**config.mk**
```make
export PLATFORM = sky130hd
export DESIGN_NAME = dma_channel
export DESIGN_NICKNAME = d
export VERILOG_FILES = /design/src/dma_cfg_regs.v /design/src/dma_channel.v
export VERILOG_INCLUDE_DIRS = /design/src
export SDC_FILE = /design/constraint.sdc
export NUM_CORES = 1
export LEC_CHECK = 0
export BUFFER_PORTS_ARGS = -buffer_cell sky130_fd_sc_hd__buf_2
export CORE_MARGIN = 3
export CORE_UTILIZATION = 58
export CTS_CLUSTER_DIAMETER = 40
export DETAILED_ROUTE_END_ITERATION = 6
export GPL_TIMING_DRIVEN = 0
export PLACE_DENSITY = 0.81
export SETUP_SLACK_MARGIN = 0.15
export SLEW_MARGIN = 40
export SYNTH_ARGS = -nofsm -noshare
export SYNTH_HDL_FRONTEND = slang
export SYNTH_HIERARCHICAL = 1
export SYNTH_SLANG_ARGS = --single-unit
export TNS_END_PERCENT = 10
```
**constraint.sdc**
```tcl
create_clock -name aclk -period 4.2 [get_ports aclk]
set_input_delay 0.42 -clock aclk [delete_from_list [all_inputs] [get_ports aclk]]
set_output_delay 0.42 -clock aclk [all_outputs]
set_load 0.005 [all_outputs]
```
**src/dma_defs.vh**
```
`ifndef DMA_DEFS_VH
`define DMA_DEFS_VH
// Register byte offsets
`define OFS_CTRL_MAIN 8'h00
`define OFS_ADDR_CTRL 8'h04
`define OFS_STAGE 8'h08
`define OFS_SSA_L 8'h0c
`define OFS_SSA_H 8'h10
`define OFS_SSA_U 8'h14
`define OFS_SOURCE_POINTER_L 8'h18
`define OFS_SOURCE_POINTER_H 8'h1c
`define OFS_SOURCE_POINTER_U 8'h20
`define OFS_SSZ_L 8'h24
`define OFS_SSZ_H 8'h28
`define OFS_SOURCE_REMAINING_L 8'h2c
`define OFS_SOURCE_REMAINING_H 8'h30
`define OFS_DSA_L 8'h34
`define OFS_DSA_H 8'h38
`define OFS_DEST_POINTER_L 8'h3c
`define OFS_DEST_POINTER_H 8'h40
`define OFS_DSZ_L 8'h44
`define OFS_DSZ_H 8'h48
`define OFS_DEST_REMAINING_L 8'h4c
`define OFS_DEST_REMAINING_H 8'h50
// Main control bit positions
`define BIT_EN 7
`define BIT_SIRQ 6
`define BIT_GO 5
`define BIT_AIRQ 2
`define BIT_PEND 0
// Addressing control fields
`define DEST_ADDR_MODE_HI 7
`define DEST_ADDR_MODE_LO 6
`define BIT_DEST_RELOAD_STOP 5
`define SMR_HI 4
`define SMR_LO 3
`define SOURCE_ADDR_MODE_HI 2
`define SOURCE_ADDR_MODE_LO 1
`define BIT_SOURCE_RELOAD_STOP 0
// Address modes
`define MODE_HOLD 2'b00
`define MODE_INC 2'b01
`define MODE_DEC 2'b10
// Reset value of all fields
`define REG_RESET 8'h00
// Bus responses
`define RESP_OKAY 2'b00
`define RESP_SLVERR 2'b10
`endif

```
**src/dma_cfg_regs.v**
```verilog
`timescale 1ns/10ps
`include "dma_defs.vh"
module dma_cfg_regs (
	input wire aclk,
	input wire aresetn,
	input wire clear,
	input wire [7:0] wr_addr,
	input wire [7:0] wr_data,
	input wire wr_en,
	output reg [7:0] ctrl1,
	output reg [21:0] source_start_addr,
	output reg [11:0] source_size,
	output reg [15:0] dest_start_addr,
	output reg [11:0] dsz
);
	// Writable setup registers
	always @(posedge aclk) begin
		if (!aresetn || clear) begin
			ctrl1 <= `REG_RESET;
			source_start_addr <= 22'h000000;
			source_size <= 12'h000;
			dest_start_addr <= 16'h0000;
			dsz <= 12'h000;
		end else if (wr_en) begin
			case (wr_addr)
				`OFS_ADDR_CTRL: ctrl1 <= wr_data;
				`OFS_SSA_L: source_start_addr[7:0] <= wr_data;
				`OFS_SSA_H: source_start_addr[15:8] <= wr_data;
				`OFS_SSA_U: source_start_addr[21:16] <= wr_data[5:0];
				`OFS_SSZ_L: source_size[7:0] <= wr_data;
				`OFS_SSZ_H: source_size[11:8] <= wr_data[3:0];
				`OFS_DSA_L: dest_start_addr[7:0] <= wr_data;
				`OFS_DSA_H: dest_start_addr[15:8] <= wr_data;
				`OFS_DSZ_L: dsz[7:0] <= wr_data;
				`OFS_DSZ_H: dsz[11:8] <= wr_data[3:0];
				default: ;
			endcase
		end
	end
endmodule

```
**src/dma_channel.v**
```verilog
// Design decisions made here: register access over AXI4-Lite and the placing of the registers.
`timescale 1ns/10ps
`include "dma_defs.vh"
// Overview of operation
// Channel moves data only while enabled
// Start trigger enable gates hardware start
// Go flag shows transaction in progress
// Abort trigger enable gates hardware abort
// Pending flag marks undelivered staging byte
// Destination pointer hold, increment or decrement
// Destination reload may clear start enable
// Region select routes source reads
// Source pointer hold, increment or decrement
// Source reload may clear start enable
// Staging byte readable by software
// Source start address writable, 22 bits
// Source pointer readable, upper bits zero
// Source size writable, 12 bits
// Source remaining count readable, 12 bits
// Destination start address writable, 16 bits
// All fields clear on reset
// Unused bits read zero, ignore writes
// Abort finishes read, clears go, enables
// Go again resumes from stopped state
// Clearing enable resets channel registers
// Message completion reloads pointers and counters
module dma_channel (
	input wire aclk,
	input wire aresetn,
	input wire [31:0] s_axi_awaddr,
	input wire s_axi_awvalid,
	output wire s_axi_awready,
	input wire [31:0] s_axi_wdata,
	input wire [3:0] s_axi_wstrb,
	input wire s_axi_wvalid,
	output wire s_axi_wready,
	output reg [1:0] s_axi_bresp,
	output reg s_axi_bvalid,
	input wire s_axi_bready,
	input wire [31:0] s_axi_araddr,
	input wire s_axi_arvalid,
	output wire s_axi_arready,
	output reg [31:0] s_axi_rdata,
	output reg [1:0] s_axi_rresp,
	output reg s_axi_rvalid,
	input wire s_axi_rready,
	input wire start_trigger,
	input wire abort_trigger,
	output reg mem_req,
	output reg mem_write,
	output reg [1:0] mem_region,
	output reg [21:0] mem_addr,
	output reg [7:0] mem_wdata,
	input wire mem_grant,
	input wire [7:0] mem_rdata
);
	localparam ST_IDLE = 2'd0;
	localparam ST_READ = 2'd1;
	localparam ST_WRITE = 2'd2;

	reg [1:0] state;
	reg enable;
	reg start_en;
	reg go;
	reg abort_en;
	reg pending;
	reg [7:0] stage;
	reg [21:0] source_pointer;
	reg [15:0] dest_pointer;
	reg [11:0] source_remaining;
	reg [11:0] dest_remaining;
	reg aw_held;
	reg w_held;
	reg [7:0] aw_q;
	reg [7:0] w_q;
	reg w_lane;
	reg abort_pend;
	wire [7:0] ctrl1;
	wire [21:0] source_start_addr;
	wire [11:0] source_size;
	wire [15:0] dest_start_addr;
	wire [11:0] dsz;
	wire [1:0] dest_addr_mode = ctrl1[`DEST_ADDR_MODE_HI:`DEST_ADDR_MODE_LO];
	wire [1:0] source_addr_mode = ctrl1[`SOURCE_ADDR_MODE_HI:`SOURCE_ADDR_MODE_LO];

	// Write channel capture, either order
	assign s_axi_awready = !aw_held && !s_axi_bvalid;
	assign s_axi_wready = !w_held && !s_axi_bvalid;
	wire aw_now = aw_held || s_axi_awvalid;
	wire w_now = w_held || s_axi_wvalid;
	wire [7:0] aw_addr = aw_held ? aw_q : s_axi_awaddr[7:0];
	wire [7:0] w_data = w_held ? w_q : s_axi_wdata[7:0];
	wire w_strb = w_held ? w_lane : s_axi_wstrb[0];
	wire wr_fire = aw_now && w_now && !s_axi_bvalid;
	reg aw_hi_bad;
	// Upper bits of a held address were judged when taken
	wire aw_hi_now = aw_held ? aw_hi_bad :
		(s_axi_awaddr[31:8] != 24'h000000);
	// Unmapped or misaligned writes change nothing, answer an error
	wire wr_bad = aw_hi_now || aw_addr > `OFS_DEST_REMAINING_H ||
		aw_addr[1:0] != 2'b00;
	wire wr_en = wr_fire && w_strb && !wr_bad;
	wire wr_main = wr_en && aw_addr == `OFS_CTRL_MAIN;
	wire wr_cfg = wr_en && enable && aw_addr != `OFS_CTRL_MAIN;

	always @(posedge aclk) begin
		if (!aresetn) begin
			aw_held <= 1'b0;
			w_held <= 1'b0;
			aw_q <= 8'h00;
			w_q <= 8'h00;
			w_lane <= 1'b0;
			aw_hi_bad <= 1'b0;
			s_axi_bvalid <= 1'b0;
			s_axi_bresp <= `RESP_OKAY;
		end else begin
			if (s_axi_bvalid && s_axi_bready)
				s_axi_bvalid <= 1'b0;
			if (wr_fire) begin
				aw_held <= 1'b0;
				w_held <= 1'b0;
				s_axi_bvalid <= 1'b1;
				s_axi_bresp <= wr_bad ? `RESP_SLVERR : `RESP_OKAY;
			end else begin
				if (s_axi_awvalid && s_axi_awready) begin
					aw_held <= 1'b1;
					aw_q <= s_axi_awaddr[7:0];
					aw_hi_bad <= s_axi_awaddr[31:8] != 24'h000000;
				end
				if (s_axi_wvalid && s_axi_wready) begin
					w_held <= 1'b1;
					w_q <= s_axi_wdata[7:0];
					w_lane <= s_axi_wstrb[0];
				end
			end
		end
	end

	// Setup registers are writable only while enabled
	dma_cfg_regs u_cfg (
		.aclk(aclk),
		.aresetn(aresetn),
		.clear(!enable),
		.wr_addr(aw_addr),
		.wr_data(w_data),
		.wr_en(wr_cfg),
		.ctrl1(ctrl1),
		.source_start_addr(source_start_addr),
		.source_size(source_size),
		.dest_start_addr(dest_start_addr),
		.dsz(dsz)
	);

	// Transfer engine
	wire run = enable && go;
	wire hw_start = start_en && start_trigger && !go;
	wire hw_abort = abort_en && abort_trigger && go;
	wire s_last = source_remaining == 12'h001;
	wire d_last = dest_remaining == 12'h001;
	wire rd_done = state == ST_READ && mem_grant;
	wire wr_done = state == ST_WRITE && mem_grant;
	wire s_reload = rd_done && s_last;
	wire d_reload = wr_done && d_last;

	wire s_load = source_remaining == 12'h000 && !go;
	wire d_load = dest_remaining == 12'h000 && !go;
	wire [11:0] next_source_remaining = source_remaining - 12'h001;
	wire [11:0] next_dest_remaining = dest_remaining - 12'h001;
	// Region code, upper bit alone selects EEPROM
	wire [1:0] next_region = ctrl1[`SMR_HI] ? 2'b10 :
		ctrl1[`SMR_HI:`SMR_LO];
	// Main control view, unused bits read zero
	wire [7:0] ctrl0_view = {enable, start_en, go, 2'b00, abort_en, 1'b0,
		pending};
	// Disable, or a write clearing the enable, wipes the channel
	wire wipe = !aresetn || (wr_main && !w_data[`BIT_EN]) || !enable;

	function [21:0] step22;
		input [21:0] v;
		input [1:0] m;
		begin
			case (m)
				`MODE_INC: step22 = v + 22'h000001;
				`MODE_DEC: step22 = v - 22'h000001;
				default: step22 = v;
			endcase
		end
	endfunction

	// Pointer steps after each completed access, except the last of a count, which reloads
	reg [21:0] next_source_pointer;
	reg [21:0] dest_pointer_wide;
	reg [15:0] next_dest_pointer;
	always @* begin
		next_source_pointer = step22(source_pointer, source_addr_mode);
		dest_pointer_wide = step22({6'h00, dest_pointer}, dest_addr_mode);
		next_dest_pointer = dest_pointer_wide[15:0];
	end

	// Main control and transfer state
	always @(posedge aclk) begin
		if (wipe) begin
			enable <= (aresetn && wr_main) ? w_data[`BIT_EN] : 1'b0;
			start_en <= 1'b0;
			go <= 1'b0;
			abort_en <= 1'b0;
			pending <= 1'b0;
			abort_pend <= 1'b0;
			stage <= `REG_RESET;
			source_pointer <= 22'h000000;
			dest_pointer <= 16'h0000;
			source_remaining <= 12'h000;
			dest_remaining <= 12'h000;
			state <= ST_IDLE;
			mem_req <= 1'b0;
			mem_write <= 1'b0;
			mem_region <= 2'b00;
			mem_addr <= 22'h000000;
			mem_wdata <= 8'h00;
		end else begin
			if (wr_main) begin
				start_en <= w_data[`BIT_SIRQ];
				abort_en <= w_data[`BIT_AIRQ];
				go <= w_data[`BIT_GO];
			end
			// Reload pointers and counters while idle and the count is zero
			if (s_load) begin
				source_remaining <= source_size;
				source_pointer <= source_start_addr;
			end
			if (d_load) begin
				dest_remaining <= dsz;
				dest_pointer <= dest_start_addr;
			end
			if (hw_start)
				go <= 1'b1;
			// Abort waits for the access in flight
			if (hw_abort)
				abort_pend <= 1'b1;
			case (state)
				ST_IDLE: begin
					mem_req <= 1'b0;
					if (abort_pend || hw_abort) begin
						go <= 1'b0;
						start_en <= 1'b0;
						abort_en <= 1'b0;
						abort_pend <= 1'b0;
					end else if (run && source_remaining != 12'h000) begin
						state <= pending ? ST_WRITE : ST_READ;
						mem_req <= 1'b1;
						mem_write <= pending;
						mem_region <= next_region;
						mem_addr <= pending ? {6'h00, dest_pointer} : source_pointer;
						mem_wdata <= stage;
					end
				end
				ST_READ: if (mem_grant) begin
					stage <= mem_rdata;
					pending <= 1'b1;
					mem_req <= 1'b0;
					state <= ST_IDLE;
					if (s_reload) begin
						source_remaining <= source_size;
						source_pointer <= source_start_addr;
						if (ctrl1[`BIT_SOURCE_RELOAD_STOP])
							start_en <= 1'b0;
					end else begin
						source_remaining <= next_source_remaining;
						source_pointer <= next_source_pointer;
					end
				end
				ST_WRITE: if (mem_grant) begin
					pending <= 1'b0;
					mem_req <= 1'b0;
					state <= ST_IDLE;
					if (d_reload) begin
						dest_remaining <= dsz;
						dest_pointer <= dest_start_addr;
						go <= 1'b0;
						if (ctrl1[`BIT_DEST_RELOAD_STOP])
							start_en <= 1'b0;
					end else begin
						dest_remaining <= next_dest_remaining;
						dest_pointer <= next_dest_pointer;
					end
				end
				default: state <= ST_IDLE;
			endcase
		end
	end

	// Read channel
	assign s_axi_arready = !s_axi_rvalid;
	reg [7:0] rd_val;
	reg rd_bad;
	always @* begin
		// Unmapped or misaligned reads answer an error
		rd_bad = s_axi_araddr[31:8] != 24'h000000 ||
			s_axi_araddr[1:0] != 2'b00;
		case (s_axi_araddr[7:0])
			`OFS_CTRL_MAIN: rd_val = ctrl0_view;
			`OFS_ADDR_CTRL: rd_val = ctrl1;
			`OFS_STAGE: rd_val = stage;
			`OFS_SSA_L: rd_val = source_start_addr[7:0];
			`OFS_SSA_H: rd_val = source_start_addr[15:8];
			`OFS_SSA_U: rd_val = {2'b00, source_start_addr[21:16]};
			`OFS_SOURCE_POINTER_L: rd_val = source_pointer[7:0];
			`OFS_SOURCE_POINTER_H: rd_val = source_pointer[15:8];
			`OFS_SOURCE_POINTER_U: rd_val = {2'b00, source_pointer[21:16]};
			`OFS_SSZ_L: rd_val = source_size[7:0];
			`OFS_SSZ_H: rd_val = {4'h0, source_size[11:8]};
			`OFS_SOURCE_REMAINING_L: rd_val = source_remaining[7:0];
			`OFS_SOURCE_REMAINING_H: rd_val = {4'h0, source_remaining[11:8]};
			`OFS_DSA_L: rd_val = dest_start_addr[7:0];
			`OFS_DSA_H: rd_val = dest_start_addr[15:8];
			`OFS_DEST_POINTER_L: rd_val = dest_pointer[7:0];
			`OFS_DEST_POINTER_H: rd_val = dest_pointer[15:8];
			`OFS_DSZ_L: rd_val = dsz[7:0];
			`OFS_DSZ_H: rd_val = {4'h0, dsz[11:8]};
			`OFS_DEST_REMAINING_L: rd_val = dest_remaining[7:0];
			`OFS_DEST_REMAINING_H: rd_val = {4'h0, dest_remaining[11:8]};
			default: begin
				rd_val = 8'h00;
				rd_bad = 1'b1;
			end
		endcase
	end

	// Reads answer one cycle after the address
	always @(posedge aclk) begin
		if (!aresetn) begin
			s_axi_rvalid <= 1'b0;
			s_axi_rdata <= 32'h00000000;
			s_axi_rresp <= `RESP_OKAY;
		end else if (s_axi_rvalid) begin
			if (s_axi_rready)
				s_axi_rvalid <= 1'b0;
		end else if (s_axi_arvalid) begin
			s_axi_rvalid <= 1'b1;
			s_axi_rdata <= {24'h000000, rd_val};
			s_axi_rresp <= rd_bad ? `RESP_SLVERR : `RESP_OKAY;
		end
	end
endmodule

```
==> impl_results.md <==
* Global route total overflow at 0
* Clock sink total at 214
* Starting DRT DRC Count at between 1000 and 1500
* CTS H-tree lvls at 2
* RD Place Congestion at between 1 and 1.5
* Hold WC Path Type: primary input to flip-flop
* Crit end category: flip-flop
* Cells on worst reg2reg path at 12
* Worst IR Drop VDD at around 0.37 mV
* Max_cap viols at 0
* Worst-path fanout max at 11
* Gr usage total at 38.85%
* Core Rows at 52
* Vias in the first global route at about 12000
* Commonest non-fill, non-tap cell in the layout: dfxtp_1
* Nets@finish at between 1500 and 2000
* Final period utilization at 89.19%
* Router iterations before antenna repair at 6
* Met2 wire len at between 20 and 25 mm
* Routed length per instance at approximately 24 um
* Register bit total from synthesis at about 210
* Max Freq at approximately 0.27 GHz
* Largest net degree at the start of global routing at 22
* I/O pin count at 193
* DP Area at 13450 sq um
* Slew HR at approximately 45%
* Dpl cells at roughly 1900
* Antenna viol nets, final at 0
* Hold path depth at 3
* Inserted Clock Buffers at 35
* Fraction of layout cells with a size suffix above 1 at approximately a fifth
* Vias at about 13000
* Cell Area, Synth at between 10000 and 15000 sq um
* Port bufs at about 140
* Fin Clk Skew at 0.03253 ns
* Total wire length at 45.96 mm
* First-pass GRT wire length at a little under 70 mm
* Reg2reg setup slack at around 0.45 ns
* RSZ-0062 raised after global routing: no
* Worst path arrival time at between 4 and 5 ns
* Fin crit period at ~3.7 ns
* Final instance area at between 10000 and 15000 sq um
* Most used DFF post-synth: dfxtp_1
* Full die area at about 23000 sq um
* Max Root-Sink Buffers at 3
* Actual slew at the worst max-slew pin at 0.8148 ns
* Vias/cell at 6.500
* Multi-input gate area at 7503 sq um
* Outcome: finished clean
* Met3 wire len at about 5.5 mm
* Clock tree from TritonCTS: yes
* Root Driver: clkbuf_16
* Synth warn at 6
* Uppermost layer routed: met4
* Static leakage at between 6 and 7 nW
* Die span in y at approximately 150 um
* Antenna violations before repair at 2
* Die W at roughly 150 um
* Worst path required time at 4.62 ns
* Setup crit start kind: flip-flop
* Slew Limit Fails at 0
* Final hold violation count at 0
* Post-synth EDFFs at 1
* Avg Cell Area, Syn at between 8 and 9 sq um
* Clk slew on worst S/H paths at roughly 0.06 ns
* Clk Latency, worst-skew pair at 0.52 ns
* Most frequent cells in the layout: dfxtp_1, nand2_1, buf_2, nor2_1, a21oi_1
* Register area at between 4000 and 5000 sq um
* Final TNS setup at 0 ns
* # setup viols final at 0
* Area delta synth->final at 18.96%
* Register area share after synthesis at about a third
* Finished Layout Cells at between 1500 and 2000
* Post-synth ARST share at 0%
* Post-CTS Hold Buffers at 0
* Core ar. at ~21000 sq um
* Crit Path Category: flip-flop to flip-flop
* Starting Density at between 50% and 60%
* P per Cell Area at 353.3 nW/um^2
* Fillers at 1699
* Met1 WL at around 17 mm
* RR Endpoint: source_pointer[19]
* RR Startpoint: u_cfg/ctrl1[1]
* DRC at 0
* Cells after synthesis at ~1500
* Hold worst-path end: stage[1]
* HP Start: mem_rdata[1]
* Detail Placement HPWL at approximately 35 mm
* Synth cell types at between 80 and 90
through the flow:
stage / hold slack (ns) / power (W) / utilization (%) / setup WS (ns)
final: 0.1500 / 0.005179 / 71.29 / 0.4541
after CTS: 0.1507 / 0.005183 / 71.19 / 0.2907
after floorplan: 0.4389 / 0.002234 / - / 1.014
after detailed placement: 0.4456 / 0.002322 / 65.41 / 0.4067
after global placement: 0.4364 / 0.002315 / 65.41 / 0.3674
after global routing: 0.1530 / 0.005304 / 71.28 / 0.2482
worst max-delay path by stage:
stage / start / endpoint / slack (ns) / cells past startpoint
final: u_cfg/ctrl1[1] / source_pointer[19] / 0.45 / 12
after global routing: u_cfg/ctrl1[1] / source_pointer[19] / 0.25 / 12
after CTS: u_cfg/ctrl1[2] / source_pointer[19] / 0.29 / 11
after detailed placement: u_cfg/ctrl1[2] / source_pointer[19] / 0.41 / 11
after global placement: u_cfg/ctrl1[1] / source_pointer[19] / 0.37 / 11
after floorplan: u_cfg/ctrl1[1] / source_pointer[19] / 1.01 / 11
worst max-delay path, cell delays in order (launching register included):
cell and delay, ns:
dfxtp_1 0.43, nand2b_1 0.39, clkinvlp_4 0.14, buf_4 0.20, ha_1 0.38, nor3_1 0.09
or3b_1 0.42, o2bb2ai_1 0.17, a211oi_2 0.27, o21ai_0 0.13, a2111oi_1 0.41, mux2_2 0.38
a211oi_1 0.23
state kept, by name (all words and copies together) (netlist names), 2 cells and up:
| signal | cells |
|---|---|
| aw_q | 8 |
| dest_pointer | 16 |
| dest_remaining | 12 |
| mem_addr | 22 |
| mem_region | 2 |
| mem_wdata | 8 |
| s_axi_rdata | 8 |
| source_pointer | 22 |
| source_remaining | 12 |
| stage | 8 |
| state | 2 |
| u_cfg/ctrl1 | 8 |
| u_cfg/dest_start_addr | 16 |
| u_cfg/dsz | 12 |
| u_cfg/source_size | 12 |
| u_cfg/source_start_addr | 22 |
| w_q | 8 |
logic make-up after synthesis:
group / synth area share (%)
flip-flops: 34.85
other: 0.03044
XOR/XNOR: 2.133
AND/OR/NAND/NOR: 20.77
AO/OA/AOI/OAI: 21.76
adder cells (fa/ha/maj): 4.590
multiplexers: 10.85
buffers and inverters: 5.017
routing by layer:
| metal | vias to the layer above | global-route usage (%) |
|---|---|---|
| li1 | 5734 | - |
| met1 | 6006 | 50.48 |
| met2 | 783 | 60.02 |
| met3 | 184 | 9.756 |
| met4 | 0 | 19.72 |
| met5 | - | 0 |
where the power goes:
part | switching, W | total (W) | internal (W)
logic | 0.000119 | 0.000227 | 0.000108
clock network | 0.00110 | 0.00289 | 0.00179
registers | 0.00000992 | 0.00206 | 0.00205
synthesized netlist by cell type (all sizes together) (15+ instances only):
| cell | instances | area share, % |
|---|---|---|
| ha | 42 | 4.3 |
| buf | 51 | 2.9 |
| nand2 | 185 | 5.6 |
| nor2 | 148 | 4.7 |
| o221ai | 25 | 1.8 |
| and3 | 15 | 0.76 |
| a22oi | 50 | 3.0 |
| inv | 33 | 1.0 |
| nor3 | 32 | 1.3 |
| nor2b | 27 | 1.4 |
| o21ai | 51 | 2.1 |
| a211oi | 32 | 2.6 |
| nand4 | 16 | 0.86 |
| nand3 | 32 | 1.6 |
| clkbuf | 38 | 1.2 |
| mux2 | 20 | 1.8 |
| a21oi | 115 | 4.7 |
| mux2i | 111 | 9.0 |
| dfxtp | 213 | 35 |
| nor4 | 20 | 1.2 |
| xnor2 | 19 | 1.4 |
| o22ai | 15 | 0.76 |
area by class of cell:
class                           instances  area share (%)
Multi-Input combinational cell       1143           51.20
Sequential cell                       214           29.30
Clock buffer                           44           6.556
Timing Repair Buffer                  140           4.798
Buffer                                 89           3.372
Tap cell                              270           2.305
Clock inverter                         20           1.554
Inverter                               33          0.8707
Timing Repair inverter                  1         0.03415
Antenna cell                            1         0.01707
what timing repair did:
item	in CTS	in global routing
buffers inserted	0	1
gates resized for setup	0	2
setup endpoints to repair	0	2
Note: power is estimated with default switching activity, not from simulation.
